===== src/row_column_shift_map.vh =====
// constants for the row/column shift network
// Contract
// - one buffer-shift pulse drives both the character swap and the one-bit shift.
// - a lone buffer-shift pulse swaps low stages 1-8 with high stages 9-16.
// - two back-to-back pulses give a swap then a one-bit shift of the twelve data bits.
// - after the first shift stage 1 is X, 2-6 old 9-13, 7 old 15, 8 parity, 9-16 old 1-8.
// - after the second shift stage 1 is Y, 2-6 old 1-5, 7 old 7, 8 a second parity.
// - after the second shift stage 9 is X, 10-14 old 9-13, 15 old 15, 16 first parity.
// - every buffer-shift writes fresh parity to stage 8 from stage-1 input and stages 14, 16.
// - conversions shift six data bits, insert the control bit and insert parity each shift.
// - on output, buffer stage 14 moves to output stage 1 on the swap shift only.
// - on input, input stage 6 moves to buffer stage 1 on the one-bit shift only; with both side pulses the code also takes it into stage 1 on the swap shift.
// - with both side shifts stage 1 takes input stage 6; with output shift only, stage 6.
// - row-to-column runs only in the input phase, column-to-row only in the output phase.
// - a modulo-six shift counter advances as a shift counter on every shift pulse; the code steps it only on the pair-completing one-bit shift.
// - modulo-seven and modulo-two counters count 14 characters; a modulo-four picks group.
// - on column-to-row output every six shifted bits send a character to the punch buffer.
`ifndef ROW_COLUMN_SHIFT_MAP_VH
`define ROW_COLUMN_SHIFT_MAP_VH
`define MEM_BUF_W      16
`define SIDE_BUF_W     6
`define MEM_BUF_RST    16'h0000
`define SIDE_BUF_RST   6'h00
`define MOD6_RST       3'h0
`define MOD6_LAST      3'h4
`define MOD7_RST       3'h0
`define MOD7_LAST      3'h4
`define MOD4_LAST      2'h3
`define FIFO_DEPTH     2
`endif


===== src/row_column_shift_network.v =====
// shift network for row/column conversion between side buffers and memory buffer
`include "row_column_shift_map.vh"
module row_column_shift_network (
  input  wire        core_clk_i,
  input  wire        sys_rst_i,
  input  wire        mem_buf_shift_pulse_i,
  input  wire        in_buf_shift_left_pulse_i,
  input  wire        out_buf_shift_left_pulse_i,
  input  wire        input_phase_i,
  input  wire        output_phase_i,
  input  wire        convert_i,
  input  wire        mem_load_i,
  input  wire [15:0] mem_load_data_i,
  input  wire        in_load_i,
  input  wire [5:0]  in_load_data_i,
  input  wire        char_ready_i,
  output wire        char_valid_o,
  output wire [5:0]  char_data_o,
  output wire        shift_ready_o,
  output wire [15:0] memory_buffer_o,
  output wire [5:0]  output_buffer_o,
  output wire [2:0]  shift_count_mod6_o,
  output wire [2:0]  char_count_mod7_o,
  output wire        char_count_mod2_o,
  output wire [1:0]  card_group_count_mod4_o,
  output wire        second_shift_o
);

  reg [15:0] memory_buffer_reg;
  reg [5:0]  input_buffer_reg;
  reg [5:0]  output_buffer_reg;
  reg        second_r;
  reg [2:0]  shift_count_mod6;
  reg [2:0]  char_count_mod7;
  reg        char_count_mod2;
  reg [1:0]  card_group_count_mod4;
  reg [5:0]  fifo_data_r [0:1];
  reg [1:0]  fifo_cnt_r;
  reg        fifo_rd_r;

  wire       c2r_active;
  wire       r2c_active;
  wire       shift_ok;
  wire       mb_shift;
  wire       ib_shift;
  wire       ob_shift;
  wire       stage1_in;
  wire       parity_bit;
  wire       char_done;
  wire       push;
  wire       pop;
  wire [2:0] mod6_nxt;
  wire [2:0] mod7_nxt;
  wire [15:0] mem_buf_nxt;

  // the buffer-shift pulse alternates between the half swap and the
  // one-bit shift; second_r remembers which one the next pulse gives.
  // a memory load re-arms the pair so the next pulse is a swap; a shift in the same cycle wins over the load.
  // all pulses are expected from logic on this clock, so no pulse is
  // synchronised here; a pulse from another domain must be retimed first.
  // a refused pulse (full character buffer) changes nothing at all, so a
  // caller may simply hold it until shift_ready_o rises again.

  // phase gating: each conversion only in its own half of the cycle
  assign r2c_active = convert_i & input_phase_i;
  assign c2r_active = convert_i & output_phase_i;

  // a full buffer holds off all shifting so no character is lost
  assign shift_ready_o = (fifo_cnt_r != 2'h2);
  assign shift_ok = shift_ready_o;
  assign mb_shift = mem_buf_shift_pulse_i & shift_ok;
  assign ib_shift = in_buf_shift_left_pulse_i & mb_shift;
  assign ob_shift = out_buf_shift_left_pulse_i & mb_shift;

  // stage-1 source select, decoded from the concurrent side shifts;
  // every pulse mix has a case, so stage 1 is never left undefined
  function stage1_pick;
    input ob;
    input ib;
    input in_bit;
    input mem_bit;
    input out_bit;
    begin
      case ({ob, ib})
        2'h3:    stage1_pick = in_bit;
        2'h2:    stage1_pick = mem_bit;
        2'h1:    stage1_pick = out_bit;
        default: stage1_pick = 1'b0;
      endcase
    end
  endfunction

  assign stage1_in = stage1_pick(ob_shift, ib_shift,
                                 input_buffer_reg[5],
                                 memory_buffer_reg[5],
                                 output_buffer_reg[0]);

  // odd parity of three bits; kept apart so the checker's view matches
  function odd_parity3;
    input a;
    input b;
    input c;
    begin
      odd_parity3 = ~(a ^ b ^ c);
    end
  endfunction

  // parity over the entering bit and the two bits leaving the top
  assign parity_bit = odd_parity3(stage1_in, memory_buffer_reg[13],
                                  memory_buffer_reg[15]);

  // swap-and-shift: one mapping gives the swap first, one-bit shift second
  assign mem_buf_nxt = {memory_buffer_reg[7:0],
                        parity_bit,
                        memory_buffer_reg[14],
                        memory_buffer_reg[12:8],
                        stage1_in};

  // shift-counter sequences, left shift with feedback into bit 0
  function [2:0] mod6_step;
    input [2:0] v;
    begin
      mod6_step = {v[1:0], ~v[2]};
    end
  endfunction

  function [2:0] mod7_step;
    input [2:0] v;
    begin
      mod7_step = {v[1:0], ~(v[2] ^ v[0])};
    end
  endfunction

  assign mod6_nxt = mod6_step(shift_count_mod6);
  assign mod7_nxt = mod7_step(char_count_mod7);
  assign char_done = mb_shift & second_r & (shift_count_mod6 == `MOD6_LAST);

  // memory, side buffers and pair phase
  always @(posedge core_clk_i) begin
    if (sys_rst_i) begin
      memory_buffer_reg <= `MEM_BUF_RST;
      input_buffer_reg  <= `SIDE_BUF_RST;
      output_buffer_reg <= `SIDE_BUF_RST;
      second_r          <= 1'b0;
    end else begin
      if (mb_shift) begin
        memory_buffer_reg <= mem_buf_nxt;
        second_r          <= ~second_r;
      end else if (mem_load_i) begin
        memory_buffer_reg <= mem_load_data_i;
        second_r          <= 1'b0;
      end
      // input buffer steps left only on the one-bit shift of the input phase
      if (ib_shift & second_r & r2c_active)
        input_buffer_reg <= {input_buffer_reg[4:0], 1'b0};
      else if (in_load_i)
        input_buffer_reg <= in_load_data_i;
      // stage 14 leaves on the swap shift only
      if (ob_shift & ~second_r & c2r_active)
        output_buffer_reg <= {output_buffer_reg[4:0], memory_buffer_reg[13]};
    end
  end

  // character and group counters; only the pair-completing shift counts a bit
  // mod6 and mod7 are shift counters instead of binary ones: each step is a left shift with
  // one feedback bit, which keeps the decode of every state to a few gates.
  // the counters are not cleared by a memory load: a row keeps its count
  always @(posedge core_clk_i) begin
    if (sys_rst_i) begin
      shift_count_mod6      <= `MOD6_RST;
      char_count_mod7       <= `MOD7_RST;
      char_count_mod2       <= 1'b0;
      card_group_count_mod4 <= 2'h0;
    end else if (mb_shift & second_r) begin
      shift_count_mod6 <= mod6_nxt;
      if (char_done) begin
        if (char_count_mod7 == `MOD7_LAST) begin
          char_count_mod7 <= `MOD7_RST;
          char_count_mod2 <= ~char_count_mod2;
          if (char_count_mod2)
            card_group_count_mod4 <= card_group_count_mod4 + 2'h1;
        end else begin
          char_count_mod7 <= mod7_nxt;
        end
      end
    end
  end

  // two-entry buffer toward the punch buffer; receiver stall holds it
  // push and pop may fall in one cycle; the count then stays put while
  // both pointers move. a push into a full buffer cannot happen, since a
  // full buffer refuses the shift that would complete the character.
  assign push = char_done & c2r_active;
  assign pop  = char_valid_o & char_ready_i;
  assign char_valid_o = (fifo_cnt_r != 2'h0);
  assign char_data_o  = fifo_data_r[fifo_rd_r];

  always @(posedge core_clk_i) begin
    if (sys_rst_i) begin
      fifo_cnt_r     <= 2'h0;
      fifo_rd_r      <= 1'b0;
      fifo_data_r[0] <= `SIDE_BUF_RST;
      fifo_data_r[1] <= `SIDE_BUF_RST;
    end else begin
      if (push)  // last bit joins the character as it is written
        fifo_data_r[fifo_rd_r ^ fifo_cnt_r[0]] <=
          {output_buffer_reg[4:0], memory_buffer_reg[13]};
      if (pop)
        fifo_rd_r <= ~fifo_rd_r;
      if (push & ~pop)
        fifo_cnt_r <= fifo_cnt_r + 2'h1;
      else if (pop & ~push)
        fifo_cnt_r <= fifo_cnt_r - 2'h1;
    end
  end

  assign memory_buffer_o         = memory_buffer_reg;
  assign output_buffer_o         = output_buffer_reg;
  assign shift_count_mod6_o      = shift_count_mod6;
  assign char_count_mod7_o       = char_count_mod7;
  assign char_count_mod2_o       = char_count_mod2;
  assign card_group_count_mod4_o = card_group_count_mod4;
  assign second_shift_o          = second_r;

endmodule


===== config.mk =====
export PLATFORM = sky130hd
export DESIGN_NAME = row_column_shift_network
export DESIGN_NICKNAME = d
export VERILOG_FILES = /design/src/row_column_shift_network.v
export VERILOG_INCLUDE_DIRS = /design/src
export SDC_FILE = /design/constraint.sdc
export NUM_CORES = 1
export LEC_CHECK = 0
export BUFFER_PORTS_ARGS = -buffer_cell sky130_fd_sc_hd__buf_2
export CORE_MARGIN = 2
export CORE_UTILIZATION = 50
export DETAILED_ROUTE_END_ITERATION = 10
export PLACE_DENSITY = 0.78
export SLEW_MARGIN = 30
export SYNTH_ARGS = -nofsm -noshare
export SYNTH_HDL_FRONTEND = slang
export SYNTH_SLANG_ARGS = --single-unit
export TNS_END_PERCENT = 100

===== constraint.sdc =====
create_clock -name core_clk_i -period 2.5 [get_ports core_clk_i]
set_input_delay 0.5 -clock core_clk_i [delete_from_list [all_inputs] [get_ports core_clk_i]]
set_output_delay 0.5 -clock core_clk_i [all_outputs]
set_load 0.05 [all_outputs]

# Word level (Yosys, flattened, before mapping)
# Memories as Yosys holds them, arrays and structs flattened. A register that Yosys moved wholly into a read port is not among the register bits.
# Cells that the tools add are included.
# word_totals
reg_bits	41
ram_bits	12
input_bits	33
output_inout_bits	40
n_memories	1
# classes
n_addsub	3
eq_ne	6
n_mux	20
bitwise	27
n_reduce_logical	9
# memory_table
memory	depth	word_bits	rd	rd_ports_with_merged_regs	wr	line	text
fifo_data_r	2	6	1	1	2	row_column_shift_network.v:37	reg [5:0] fifo_data_r [0:1];
# op_table
op	n
16-bit two-way mux	2
6-bit two-way mux	3
1-bit AND	15
1-bit two-way mux	11
1-bit inverter	8
2-bit nonzero test	4
3-bit == test, second input constant	2
6-bit OR reduction	1
2-bit by 1-bit adder with 2-bit output, second input constant	2
2-bit == test, second input constant	2
2-bit two-way mux	2
4-bit AND reduction	1
1-bit XOR	4
3-bit two-way mux	1
1-bit one-hot mux with 3 select lines	1
3-bit AND reduction	1
2-bit by 1-bit == test with 1-bit output, second input constant	1
2-bit != test, second input constant	1
2-bit AND reduction	1
2-bit OR reduction	1
2-bit by 1-bit subtractor with 2-bit output, second input constant	1

# Depth between registers and ports, before layout
# Gate-level depths: netlist (run 1).
# depth
word_depth	10
depth_mapped	10
ltp_nobuf	7

# Least setup slack after synthesis (run 1)
# OpenSTA, ideal clock, no wires.
# synth_path
path_kind	register to register
start	reg shift_count_mod6[2], in the netlist shift_count_mod6_o[2]
end	reg fifo_cnt_r[1]
t_arrival_ps	2120
t_required_ps	2429
setup_slack_ps	310
stages_incl_launch_ff	8
n_path_buf	1
path_cell_list	dfxtp_1 nor3b_2 nand4_4 buf_6 nor2_1 ha_1 or3_1 a21oi_1
# synth_via
elab_chain_len	6
# synth_rtl
item	line	text
from (decl)	row_column_shift_network.v:33	reg [2:0] shift_count_mod6;
from (signal assigned)	row_column_shift_network.v:170	shift_count_mod6 <= `MOD6_RST;
from (signal assigned)	row_column_shift_network.v:175	shift_count_mod6 <= mod6_nxt;
3-bit == test (no line) (*)	--	
1-bit AND (*)	row_column_shift_network.v:136	assign char_done = mb_shift & second_r & (shift_count_mod6 == `MOD6_LAST);
1-bit AND (*)	row_column_shift_network.v:193	assign push = char_done & c2r_active;
1-bit inverter	row_column_shift_network.v:212	else if (pop & ~push)
1-bit AND	row_column_shift_network.v:212	
2-bit nonzero test (no line)	--	
to (signal assigned)	row_column_shift_network.v:211	fifo_cnt_r <= fifo_cnt_r + 2'h1;
to (signal assigned)	row_column_shift_network.v:213	fifo_cnt_r <= fifo_cnt_r - 2'h1;
to (decl)	row_column_shift_network.v:38	reg [1:0] fifo_cnt_r;
# Every way passes the cells marked *; elsewhere a longest branch is shown, timed or not.
# A chain may end at the register's enable or synchronous reset.

# Worst setup path in the final report (run 1)
# layout_path
start	reg fifo_cnt_r[0]
end	reg fifo_cnt_r[1]
# layout_via
elab_chain_len	8
# layout_rtl
item	line	text
2-bit != test	row_column_shift_network.v:69	assign shift_ready_o = (fifo_cnt_r != 2'h2);
1-bit AND	row_column_shift_network.v:71	assign mb_shift = mem_buf_shift_pulse_i & shift_ok;
1-bit AND (2 in a row)	row_column_shift_network.v:136	
1-bit AND	row_column_shift_network.v:193	
1-bit inverter	row_column_shift_network.v:212	
1-bit AND	row_column_shift_network.v:212	
2-bit nonzero test (no line)	--	
# Several ways; a longest one is shown, not always the timed one. The select of a mux whose other input is x is not followed.

==> results of run 1 <==
==> cell type report <==
| type | instances | area share, % |
|---|---|---|
| repair buffers | 74 | 12.9 |
| well taps | 67 | 2.88 |
| clock inverters | 2 | 1.29 |
| clock buffers | 6 | 2.49 |
| flip-flops and latches | 54 | 41.2 |
| multi-input cells | 162 | 39.0 |
| inverters | 2 | 0.258 |
==> worst max path at each step <==
stage | from | end | slack [ns] | cells after the start
2_1_floorplan | shift_count_mod6_o[2]$_SDFFE_PP0N_ | fifo_cnt_r[1]$_SDFFE_PP0P_ | 0.31 | 7
4_1_cts | fifo_cnt_r[0]$_SDFFE_PP0P_ | fifo_cnt_r[1]$_SDFFE_PP0P_ | 0.50 | 6
3_3_place_gp | mem_buf_shift_pulse_i | fifo_cnt_r[1]$_SDFFE_PP0P_ | 0.63 | 6
3_5_place_dp | fifo_cnt_r[0]$_SDFFE_PP0P_ | fifo_cnt_r[1]$_SDFFE_PP0P_ | 0.52 | 6
6_report | fifo_cnt_r[0]$_SDFFE_PP0P_ | fifo_cnt_r[1]$_SDFFE_PP0P_ | 0.51 | 6
5_1_grt | fifo_cnt_r[0]$_SDFFE_PP0P_ | fifo_cnt_r[1]$_SDFFE_PP0P_ | 0.37 | 6
==> cell families after synthesis <==
group / Yosys count / share of synthesized area, %
AND/OR/NAND/NOR: 80 / 17.4
flip-flops: 54 / 48.9
multiplexers: 41 / 17.0
AO/OA/AOI/OAI: 34 / 9.17
buffers and inverters: 21 / 4.84
XOR/XNOR: 6 / 2.14
adder cells (fa/ha/maj): 1 / 0.510
==> routing by layer <==
metal | GRT usage (%) | vias up | share of wire [%]
li1 | - | 964 | -
met1 | 24.2 | 864 | 45
met2 | 31.8 | 50 | 49
met3 | 4.61 | 6 | 5.4
met4 | 5.25 | 0 | 1.0
met5 | 0 | - | 0
==> where the power goes <==
group	switching [mW]	internal (mW)	total (mW)
combinational	0.165	0.0813	0.247
sequential	0.0262	0.924	0.950
clock	0.271	0.299	0.570
==> synthesized netlist by cell type, drive strengths merged, types with 2 or more instances <==
| cell | number |
|---|---|
| a21oi | 7 |
| mux2i | 35 |
| or3 | 7 |
| nand4 | 5 |
| nor2 | 36 |
| nand3 | 3 |
| inv | 2 |
| nor3 | 3 |
| nand2 | 5 |
| a21o | 2 |
| and2 | 12 |
| buf | 11 |
| xor2 | 4 |
| edfxtp | 12 |
| xnor2 | 2 |
| clkbuf | 8 |
| mux2 | 6 |
| o21ai | 5 |
| dfxtp | 42 |
| a211oi | 20 |
| or2 | 2 |
| and3 | 2 |
==> metrics by stage <==
stage          worst slack [ns]  hold slack (ns)  power [mW]
2_1_floorplan             0.310            0.477        1.15
3_3_place_gp              0.632            0.475        1.21
3_5_place_dp              0.518            0.487        1.22
4_1_cts                   0.497            0.500        1.79
5_1_grt                   0.374            0.522        1.84
6_report                  0.508            0.499        1.77
==> cells in the final DEF (no fill, tap or decap), drive strengths merged, types with 2 or more instances in the layout <==
cell type	n
nand2	5
and2	12
or3	7
nand4	5
nand3	3
a21oi	7
a21o	2
inv	2
mux2i	35
clkbuf	6
nor3	3
dfxtp	42
buf	74
xor2	4
xnor2	2
and3	2
or2	2
edfxtp	12
mux2	6
o21ai	5
a211oi	20
nor2	36
==> tightest hold or removal path: stages, from the launching register on <==
cell	delay (ns)
dfxtp_1	0.33
o21ai_0	0.07
a21oi_1	0.06
==> results.md, run 1 <==
* Worst R2R Start: fifo_cnt_r[0]$_SDFFE_PP0P_
* Hold_buf cts at 0
* Grt total ovfl at 0
* Post-Route Setup TNS at 0 ns
* Critical hold path startpoint: card_group_count_mod4_o[1]$_SDFFE_PP0P_
* Buffers added on ports at 72
* Slew @ Worst Pin at 0.566 ns
* Area Overhead vs Synth at 18.7%
* CP peak stage delay at 0.47 ns
* Leading area contributor after synthesis: dfxtp_1
* CP Data Required Time at 2.74 ns
* Design Area, Final at 0.00291 mm^2
* # IOs at 73
* Critical Path End Type: flip-flop
* Ant diodes at 0
* Minimum clock period at 1.99 ns
* Clock Tree Buf Depth at 2
* Crit path max-delay family: simple AND/OR/NAND/NOR gates
* Non-filler cells, final at 367
* Share of the synthesized area in the top cell type at 34.3%
* Clk_skew at 0.00388 ns
* CP startpoint kind: flip-flop
* Number of enable flip-flop cells after synthesis at 12
* Drt via density at 5.13
* First-pass GRT wire length at 7980 um
* Hold Path Class: reg -> reg
* WHS Path Cells at 2
* Async S/R FF share, synth at 0%
* Fraction of layout instances using a drive strength above 1 at 30.7%
* Avg WL per Cell at 13.6 um
* CP max stage cell: dfxtp_1
* CP arrival at 2.23 ns
* Final period util at 79.7%
* Clock root cell: clkbuf_8
* Core area at 0.00472 mm^2
* Total clock buffers created by CTS at 5
* Multi-input gate area at 0.00113 mm^2
* Dpl cell area at 0.00280 mm^2
* DRC at 0
* Leak pwr at 1.39 nW
* Register-to-register setup slack at 0.51 ns
* Post-Place Cells at 359
* Post-synthesis cell area at 0.00245 mm^2
* Die area at 0.00549 mm^2
* Vias in the first global route at 1704
* Initial Utilization at 52.0%
* Total GRT Usage at 18.9%
* Peak supply drop at 0.322 mV
* Chip height at 74.1 um
* Max_cap viols at 0
* Slew Viols, Final at 0
* R2R Path End: fifo_cnt_r[1]$_SDFFE_PP0P_
* Relative slew slack at 62.0%
* Routed WL at 4990 um
* # resized after CTS at 0
* Fill cell count at 420
* Antenna Nets Post-Route at 0
* Commonest register cell after synthesis: dfxtp_1
* Critical path type: reg -> reg
* CTS Sinks at 54
* DR vias at 1884
* FMAX at 0.502 GHz
* Die width at 74.1 um
* FF-to-FF path depth at 6
* Clk pin slew, worst setup/hold paths at 0.09 ns
* Setup violators final at 0
* Std-Cell Rows at 25
* Power Density at 606 mW/mm^2
* Pin count of the biggest net entering global routing at 45
* RSZ-0062 raised after global routing: false
* Synth Warn # at 0
* Hold Path Sink: card_group_count_mod4_o[1]$_SDFFE_PP0P_
* Largest cells by area after synthesis: dfxtp_1 34%, edfxtp_1 15%, mux2i_1 14%
* Synth Area per Inst at 10.4 um^2
* Layout net count at 333
* Router iterations before antenna repair at 4
* Skew-Pair Late Insertion Delay at 0.30 ns
* Final HPWL DP at 3690 um
* Final hold viol count at 0
* Final design utilization at 61.7%
* # Post-CTS Setup Buffers at 0
* Syn Inst Count at 237
* Ordered cell list for the critical path: nand2b_4 -> nand4_4 -> nor2_1 -> ha_1 -> or3_1 -> a21oi_1
* TritonCTS clock tree: built
* Yosys reg bits at 54
* Buffer and inverter count on the worst path at 0
* Detailed Route Iter0 Violations at 58
* Max reg flops at 16
* Syn_nets at 271
* Library cells used by synthesis at 33
* H-tree depth at 2
* Outcome: complete, no violations
* Worst-path fanout max at 11
* Register area share after synthesis at 48.9%
* Antenna violations before repair at 0
* Register area at 0.00120 mm^2
* Placer congestion estimate at 0.722
(Power assumes the default switching activity.)
==> inputs of run 2 (changes only) <==
Clock period 2.5 ns to 1.93 ns, I/O delays scaled along.
==> run 2 against run 1 <==
  * Die area unchanged
  * Global-route usage decreased by 0.34 points
  * Highest routed layer unchanged
  * Clock power is 4.6% higher
  * Worst setup slack worse by 0.33 ns
  * Cell area is 0.47% higher
  * Sequential cell count unchanged
  * Sequential power rose by 29%
  * Clock skew up 0.0049 ns
  * Critical path type is now reg -> out
==> results.md, run 2 (synthesized netlist as in run 1, its figures left out) <==
* CP Data Required Time at 1.54 ns
* Routed WL at 4920 um
* Max reg flops at 16
* Worst hold slack at 0.376 ns
* Vias in the first global route at 1696
* Placer congestion estimate at 0.721
* FF-to-FF path depth at 6
* Ant diodes at 0
* Worst R2R Start: shift_count_mod6_o[0]$_SDFFE_PP0N_
* Avg WL per Cell at 13.2 um
* Slew Viols, Final at 0
* Power Density at 733 mW/mm^2
* Die area at 0.00549 mm^2
* First-pass GRT wire length at 7820 um
* # IOs at 73
* Clock Tree Buf Depth at 2
* Most common cell after layout, fill and taps aside: buf_2
* Crit path max-delay family: flip-flops
* Clk_skew at 0.00880 ns
* Final design utilization at 62.0%
* Layout net count at 338
* Buffer and inverter count on the worst path at 1
* Die width at 74.1 um
* # Post-CTS Setup Buffers at 0
* Final HPWL DP at 3580 um
* Final hold viol count at 0
* Outcome: complete, no violations
* Cell depth of the worst setup path at 2
* Buffers added on ports at 72
* CP arrival at 1.37 ns
* Hold Path Sink: input_buffer_reg[0]$_SDFFE_PP0P_
* Antenna violations before repair at 0
* Post-Route Setup TNS at 0 ns
* Commonest cells after routing, fill and taps aside: 72 x buf_2, 40 x dfxtp_1, 36 x nor2_1
* WHS Path Cells at 3
* Clk pin slew, worst setup/hold paths at 0.09 ns
* Slew @ Worst Pin at 0.469 ns
* Core area at 0.00472 mm^2
* Final period util at 91.0%
* Drt via density at 5.12
* Grt met1 use at 23.7%
* Hold_buf cts at 0
* Grt total ovfl at 0
* Std-Cell Rows at 25
* GR peak layer: met2
* Initial Utilization at 52.0%
* Register-to-register setup slack at 0.19 ns
* CP startpoint kind: flip-flop
* Fill cell count at 412
* # resized after CTS at 0
* CTS Sinks at 54
* Antenna Nets Post-Route at 0
* Chip height at 74.1 um
* Peak supply drop at 0.412 mV
* TritonCTS clock tree: built
* Met2 Use GR at 30.5%
* R2R Path End: fifo_cnt_r[1]$_SDFFE_PP0P_
* Met3 Usage GRT at 5.01%
* CP peak stage delay at 0.49 ns
* Critical hold path startpoint: in_load_data_i[0]
* Max_cap viols at 0
* Area Overhead vs Synth at 19.2%
* Minimum clock period at 1.76 ns
* Relative slew slack at 68.7%
* Pin count of the biggest net entering global routing at 45
* Detailed Route Iter0 Violations at 48
* Clock root cell: clkbuf_8
* Critical path type: reg -> out
* RSZ-0062 raised after global routing: false
* Hold Path Class: in -> reg
* Ordered cell list for the critical path: mux2_2 -> buf_2
* Total GRT Usage at 18.5%
* Worst-path fanout max at 6
* FMAX at 0.570 GHz
* Skew-Pair Late Insertion Delay at 0.30 ns
* Router iterations before antenna repair at 4
* H-tree depth at 2
* Critical Path End Type: output port
* CP max stage cell: dfxtp_1
* Post-Place Cells at 364
* Non-filler cells, final at 372
* DR vias at 1905
* Total clock buffers created by CTS at 5
* Setup violators final at 0
* DRC at 0
* Fraction of layout instances using a drive strength above 1 at 32.1%
* Leak pwr at 1.41 nW
[run 2: cell types whose count changed in the layout (fill, tap and decap cells not counted)]
cell        before  now
buf_4            2    7
dfxtp_1         42   40
bufinv_16        1    0
clkinv_1         0    1
clkinv_2         0    1
clkinvlp_4       1    0
dfxtp_2          0    1
dfxtp_4          0    1
[run 2: layout make-up]
cell class	instances	area [um^2]	area share (%)
tap	67	83.8	2.86
inverter	2	7.51	0.257
timing repair buffer	79	413	14.1
multi-input combinational	162	1130	38.8
sequential	54	1210	41.2
clock buffer	6	72.6	2.48
clock inverter	2	8.76	0.299
[run 2: where the power goes]
group	leakage (nW)	switching (mW)	total (mW)	internal [mW]
Sequential	0.468	0.0326	1.23	1.20
Combinational	0.900	0.213	0.320	0.107
Clock	0.0426	0.346	0.596	0.250
Total	1.41	0.591	2.14	1.55
[run 2: per-stage QoR]
step                      power (mW)  instance area [um^2]  setup WS [ns]
after CTS                       2.17                  2930          0.144
after floorplan                 1.49                  2460         0.0160
after global routing            2.23                  2930         0.0607
after detailed placement        1.58                  2850          0.201
final                           2.14                  2930          0.175
after global placement          1.57                  2850          0.216
[run 2: worst max path at each step]
stage,end,from
global route,fifo_cnt_r[1]$_SDFFE_PP0P_,shift_count_mod6_o[0]$_SDFFE_PP0N_
CTS,char_data_o[0],flip-flop
finish,char_data_o[0],flip-flop
detailed placement,fifo_cnt_r[1]$_SDFFE_PP0P_,shift_count_mod6_o[0]$_SDFFE_PP0N_
floorplan,fifo_cnt_r[1]$_SDFFE_PP0P_,fifo_cnt_r[0]$_SDFFE_PP0P_
global placement,fifo_cnt_r[1]$_SDFFE_PP0P_,shift_count_mod6_o[0]$_SDFFE_PP0N_
[run 2: metal layers]
layer	share of wire, %	vias to the layer above
met4	1.3	0
met1	47	878
met3	5.3	5
li1	-	975
met2	46	47
met5	0	-
[run 2: worst min-delay path: stages]
cell     delay [ns]
buf_2          0.08
mux2i_1        0.06
nor3_1         0.11
==> inputs of run 3 (changes only) <==
Settings changed: ABC_AREA set to 1, SKIP_LAST_GASP set to 1.
==> run 3 against run 2 <==
  * Via count up 14%
  * Synthesized area unchanged
  * Non-clock buffer count up 1
  * Maximum frequency down 0.66%
  * Cell area up 2.2%
  * Total power up 14%
  * Hold slack worse by 0.035 ns
  * Sequential share of layout area down 0.92 points
  * Largest cell class unchanged
  * Routed wire length up 4.5%
  * Cell count up 15%
  * Critical path depth up 9
  * Sequential cell count unchanged
==> results.md, run 3 <==
* Outcome: complete, no violations
* Critical path type: reg -> reg
* Final HPWL DP at 3840 um
* Clock root cell: clkbuf_8
* Peak supply drop at 0.398 mV
* Grt met1 use at 25.3%
* Max reg flops at 16
* Chip height at 74.1 um
* Critical Path End Type: flip-flop
* Count leader, synth: nand2_1
* Core area at 0.00472 mm^2
* Minimum clock period at 1.77 ns
* GR peak layer: met2
* H-tree depth at 2
* Detailed Route Iter0 Violations at 80
* Yosys reg bits at 54
* Grt total ovfl at 0
* Final design utilization at 63.3%
* TritonCTS clock tree: built
* Placer congestion estimate at 0.772
* Total clock buffers created by CTS at 5
* Ant diodes at 0
* Antenna Nets Post-Route at 0
* Syn_nets at 323
* Area Overhead vs Synth at 21.8%
* Post-Route Setup TNS at 0 ns
* Router iterations before antenna repair at 4
* Max_cap viols at 0
* Leading area contributor after synthesis: dfxtp_1
* Hold Path Class: in -> reg
* Relative slew slack at 76.9%
* Antenna violations before repair at 0
* Met2 Use GR at 34.2%
* DRC at 0
* Skew-Pair Late Insertion Delay at 0.32 ns
* Fill cell count at 434
* Clock Tree Buf Depth at 2
* Commonest cells after routing, fill and taps aside: 72 x buf_2, 50 x nand2_1, 39 x dfxtp_1
* # IOs at 73
* Layout net count at 394
* Multi-input gate area at 0.00107 mm^2
* Power Density at 817 mW/mm^2
* Synth cell count leaders: 50 x nand2_1, 42 x dfxtp_1, 28 x a21oi_1, 25 x inv_1, 20 x nand3_1
* CP startpoint kind: flip-flop
* Slew @ Worst Pin at 0.346 ns
* Largest cells by area after synthesis: dfxtp_1 34%, edfxtp_1 15%, nand2_1 7.6%
* Std-Cell Rows at 25
* CTS Sinks at 54
* Register area at 0.00120 mm^2
* DR vias at 2168
* Library cells used by synthesis at 31
* CP Data Required Time at 2.14 ns
* Met3 Usage GRT at 5.28%
* Number of enable flip-flop cells after synthesis at 12
* Async S/R FF share, synth at 0%
* Pin count of the biggest net entering global routing at 23
* FMAX at 0.566 GHz
* Worst-path fanout max at 7
* Syn Inst Count at 289
* Routed WL at 5140 um
* Clk_skew at 0.00821 ns
* CP arrival at 1.97 ns
* Synth Warn # at 0
* Drt via density at 5.07
* Most common cell after layout, fill and taps aside: buf_2
* Die area at 0.00549 mm^2
* Final period util at 91.6%
* # Post-CTS Setup Buffers at 0
* Fraction of layout instances using a drive strength above 1 at 33.0%
* Initial Utilization at 52.0%
* Clk pin slew, worst setup/hold paths at 0.10 ns
* RSZ-0062 raised after global routing: false
* Synth Area per Inst at 8.49 um^2
* Total GRT Usage at 20.6%
* Post-synthesis cell area at 0.00245 mm^2
* Avg WL per Cell at 12.0 um
* Buffers added on ports at 72
* Leak pwr at 1.33 nW
* Vias in the first global route at 1986
* Setup violators final at 0
* Commonest register cell after synthesis: dfxtp_1
* Die width at 74.1 um
* Register area share after synthesis at 48.9%
* Final hold viol count at 0
* First-pass GRT wire length at 8650 um
* Slew Viols, Final at 0
* Share of the synthesized area in the top cell type at 34.3%
==> run 3: worst paths after layout <==
path | from | to | slack, ns | cells past startpoint
min | mem_load_data_i[15] | memory_buffer_o[15]$_SDFFE_PP0P_ | 0.34 | 3
max | fifo_cnt_r[0]$_SDFFE_PP0P_ | fifo_cnt_r[1]$_SDFFE_PP0P_ | 0.16 | 11
max reg2reg | fifo_cnt_r[0]$_SDFFE_PP0P_ | fifo_cnt_r[1]$_SDFFE_PP0P_ | 0.16 | 11
min reg2reg | input_buffer_reg[4]$_SDFFE_PP0P_ | input_buffer_reg[5]$_SDFFE_PP0P_ | 0.46 | 2
==> run 3: per-stage QoR <==
| stage | power, mW | hold WS (ns) | setup slack [ns] | instances | area, um^2 |
|---|---|---|---|---|---|
| final | 2.44 | 0.341 | 0.163 | 428 | 2990 |
| after floorplan | 1.66 | 0.425 | 0.0281 | 289 | 2460 |
| after global routing | 2.55 | 0.327 | 0.0201 | 428 | 2990 |
| after CTS | 2.46 | 0.333 | 0.0327 | 428 | 2980 |
| after global placement | 1.78 | 0.416 | 0.173 | 420 | 2890 |
| after detailed placement | 1.79 | 0.449 | 0.0595 | 420 | 2890 |
==> run 3: layout make-up <==
class / instances / share of cell area (%)
clock inverter: 2 / 0.502
inverter: 28 / 3.51
tap: 67 / 2.80
timing repair buffer: 80 / 14.5
multi-input combinational: 191 / 35.6
clock buffer: 6 / 2.76
sequential: 54 / 40.3
==> run 3: critical path: stages (launching register included) <==
cell     delay, ns
dfxtp_2       0.35
inv_2         0.08
nand2_4       0.08
nand2_4       0.07
nor2_8        0.12
nand2_4       0.10
nor2_8        0.14
ha_1          0.27
a21oi_1       0.13
o21ai_0       0.13
o21ai_1       0.14
a21oi_1       0.05
==> run 3: power by group <==
part / total (mW) / internal, mW / switching [mW]
Sequential: 1.26 / 1.21 / 0.0448
Combinational: 0.506 / 0.153 / 0.353
Clock: 0.681 / 0.297 / 0.384
Total: 2.44 / 1.66 / 0.782
==> run 3: cell families after synthesis <==
group / Yosys count / share of synthesized area, %
mux: 7 / 3.21
compound gates: 69 / 15.3
xor+xnor: 3 / 1.07
fa+ha+maj: 1 / 0.510
simple gates: 111 / 23.1
flops: 54 / 48.9
buf+inv: 44 / 7.85
==> run 3: timing repair <==
item | 4_1_cts | 5_1_grt
resized for setup | 0 | 3
endpoints found under the hold margin | 0 | 0
hold buffers | 0 | 0
setup endpoints to repair | 0 | 1
==> run 3: layer usage <==
layer  vias to the layer above  wire [um]
li1                       1110          -
met3                        13        320
met2                        62       2470
met4                         0        131
met5                         -          0
met1                       983       2220
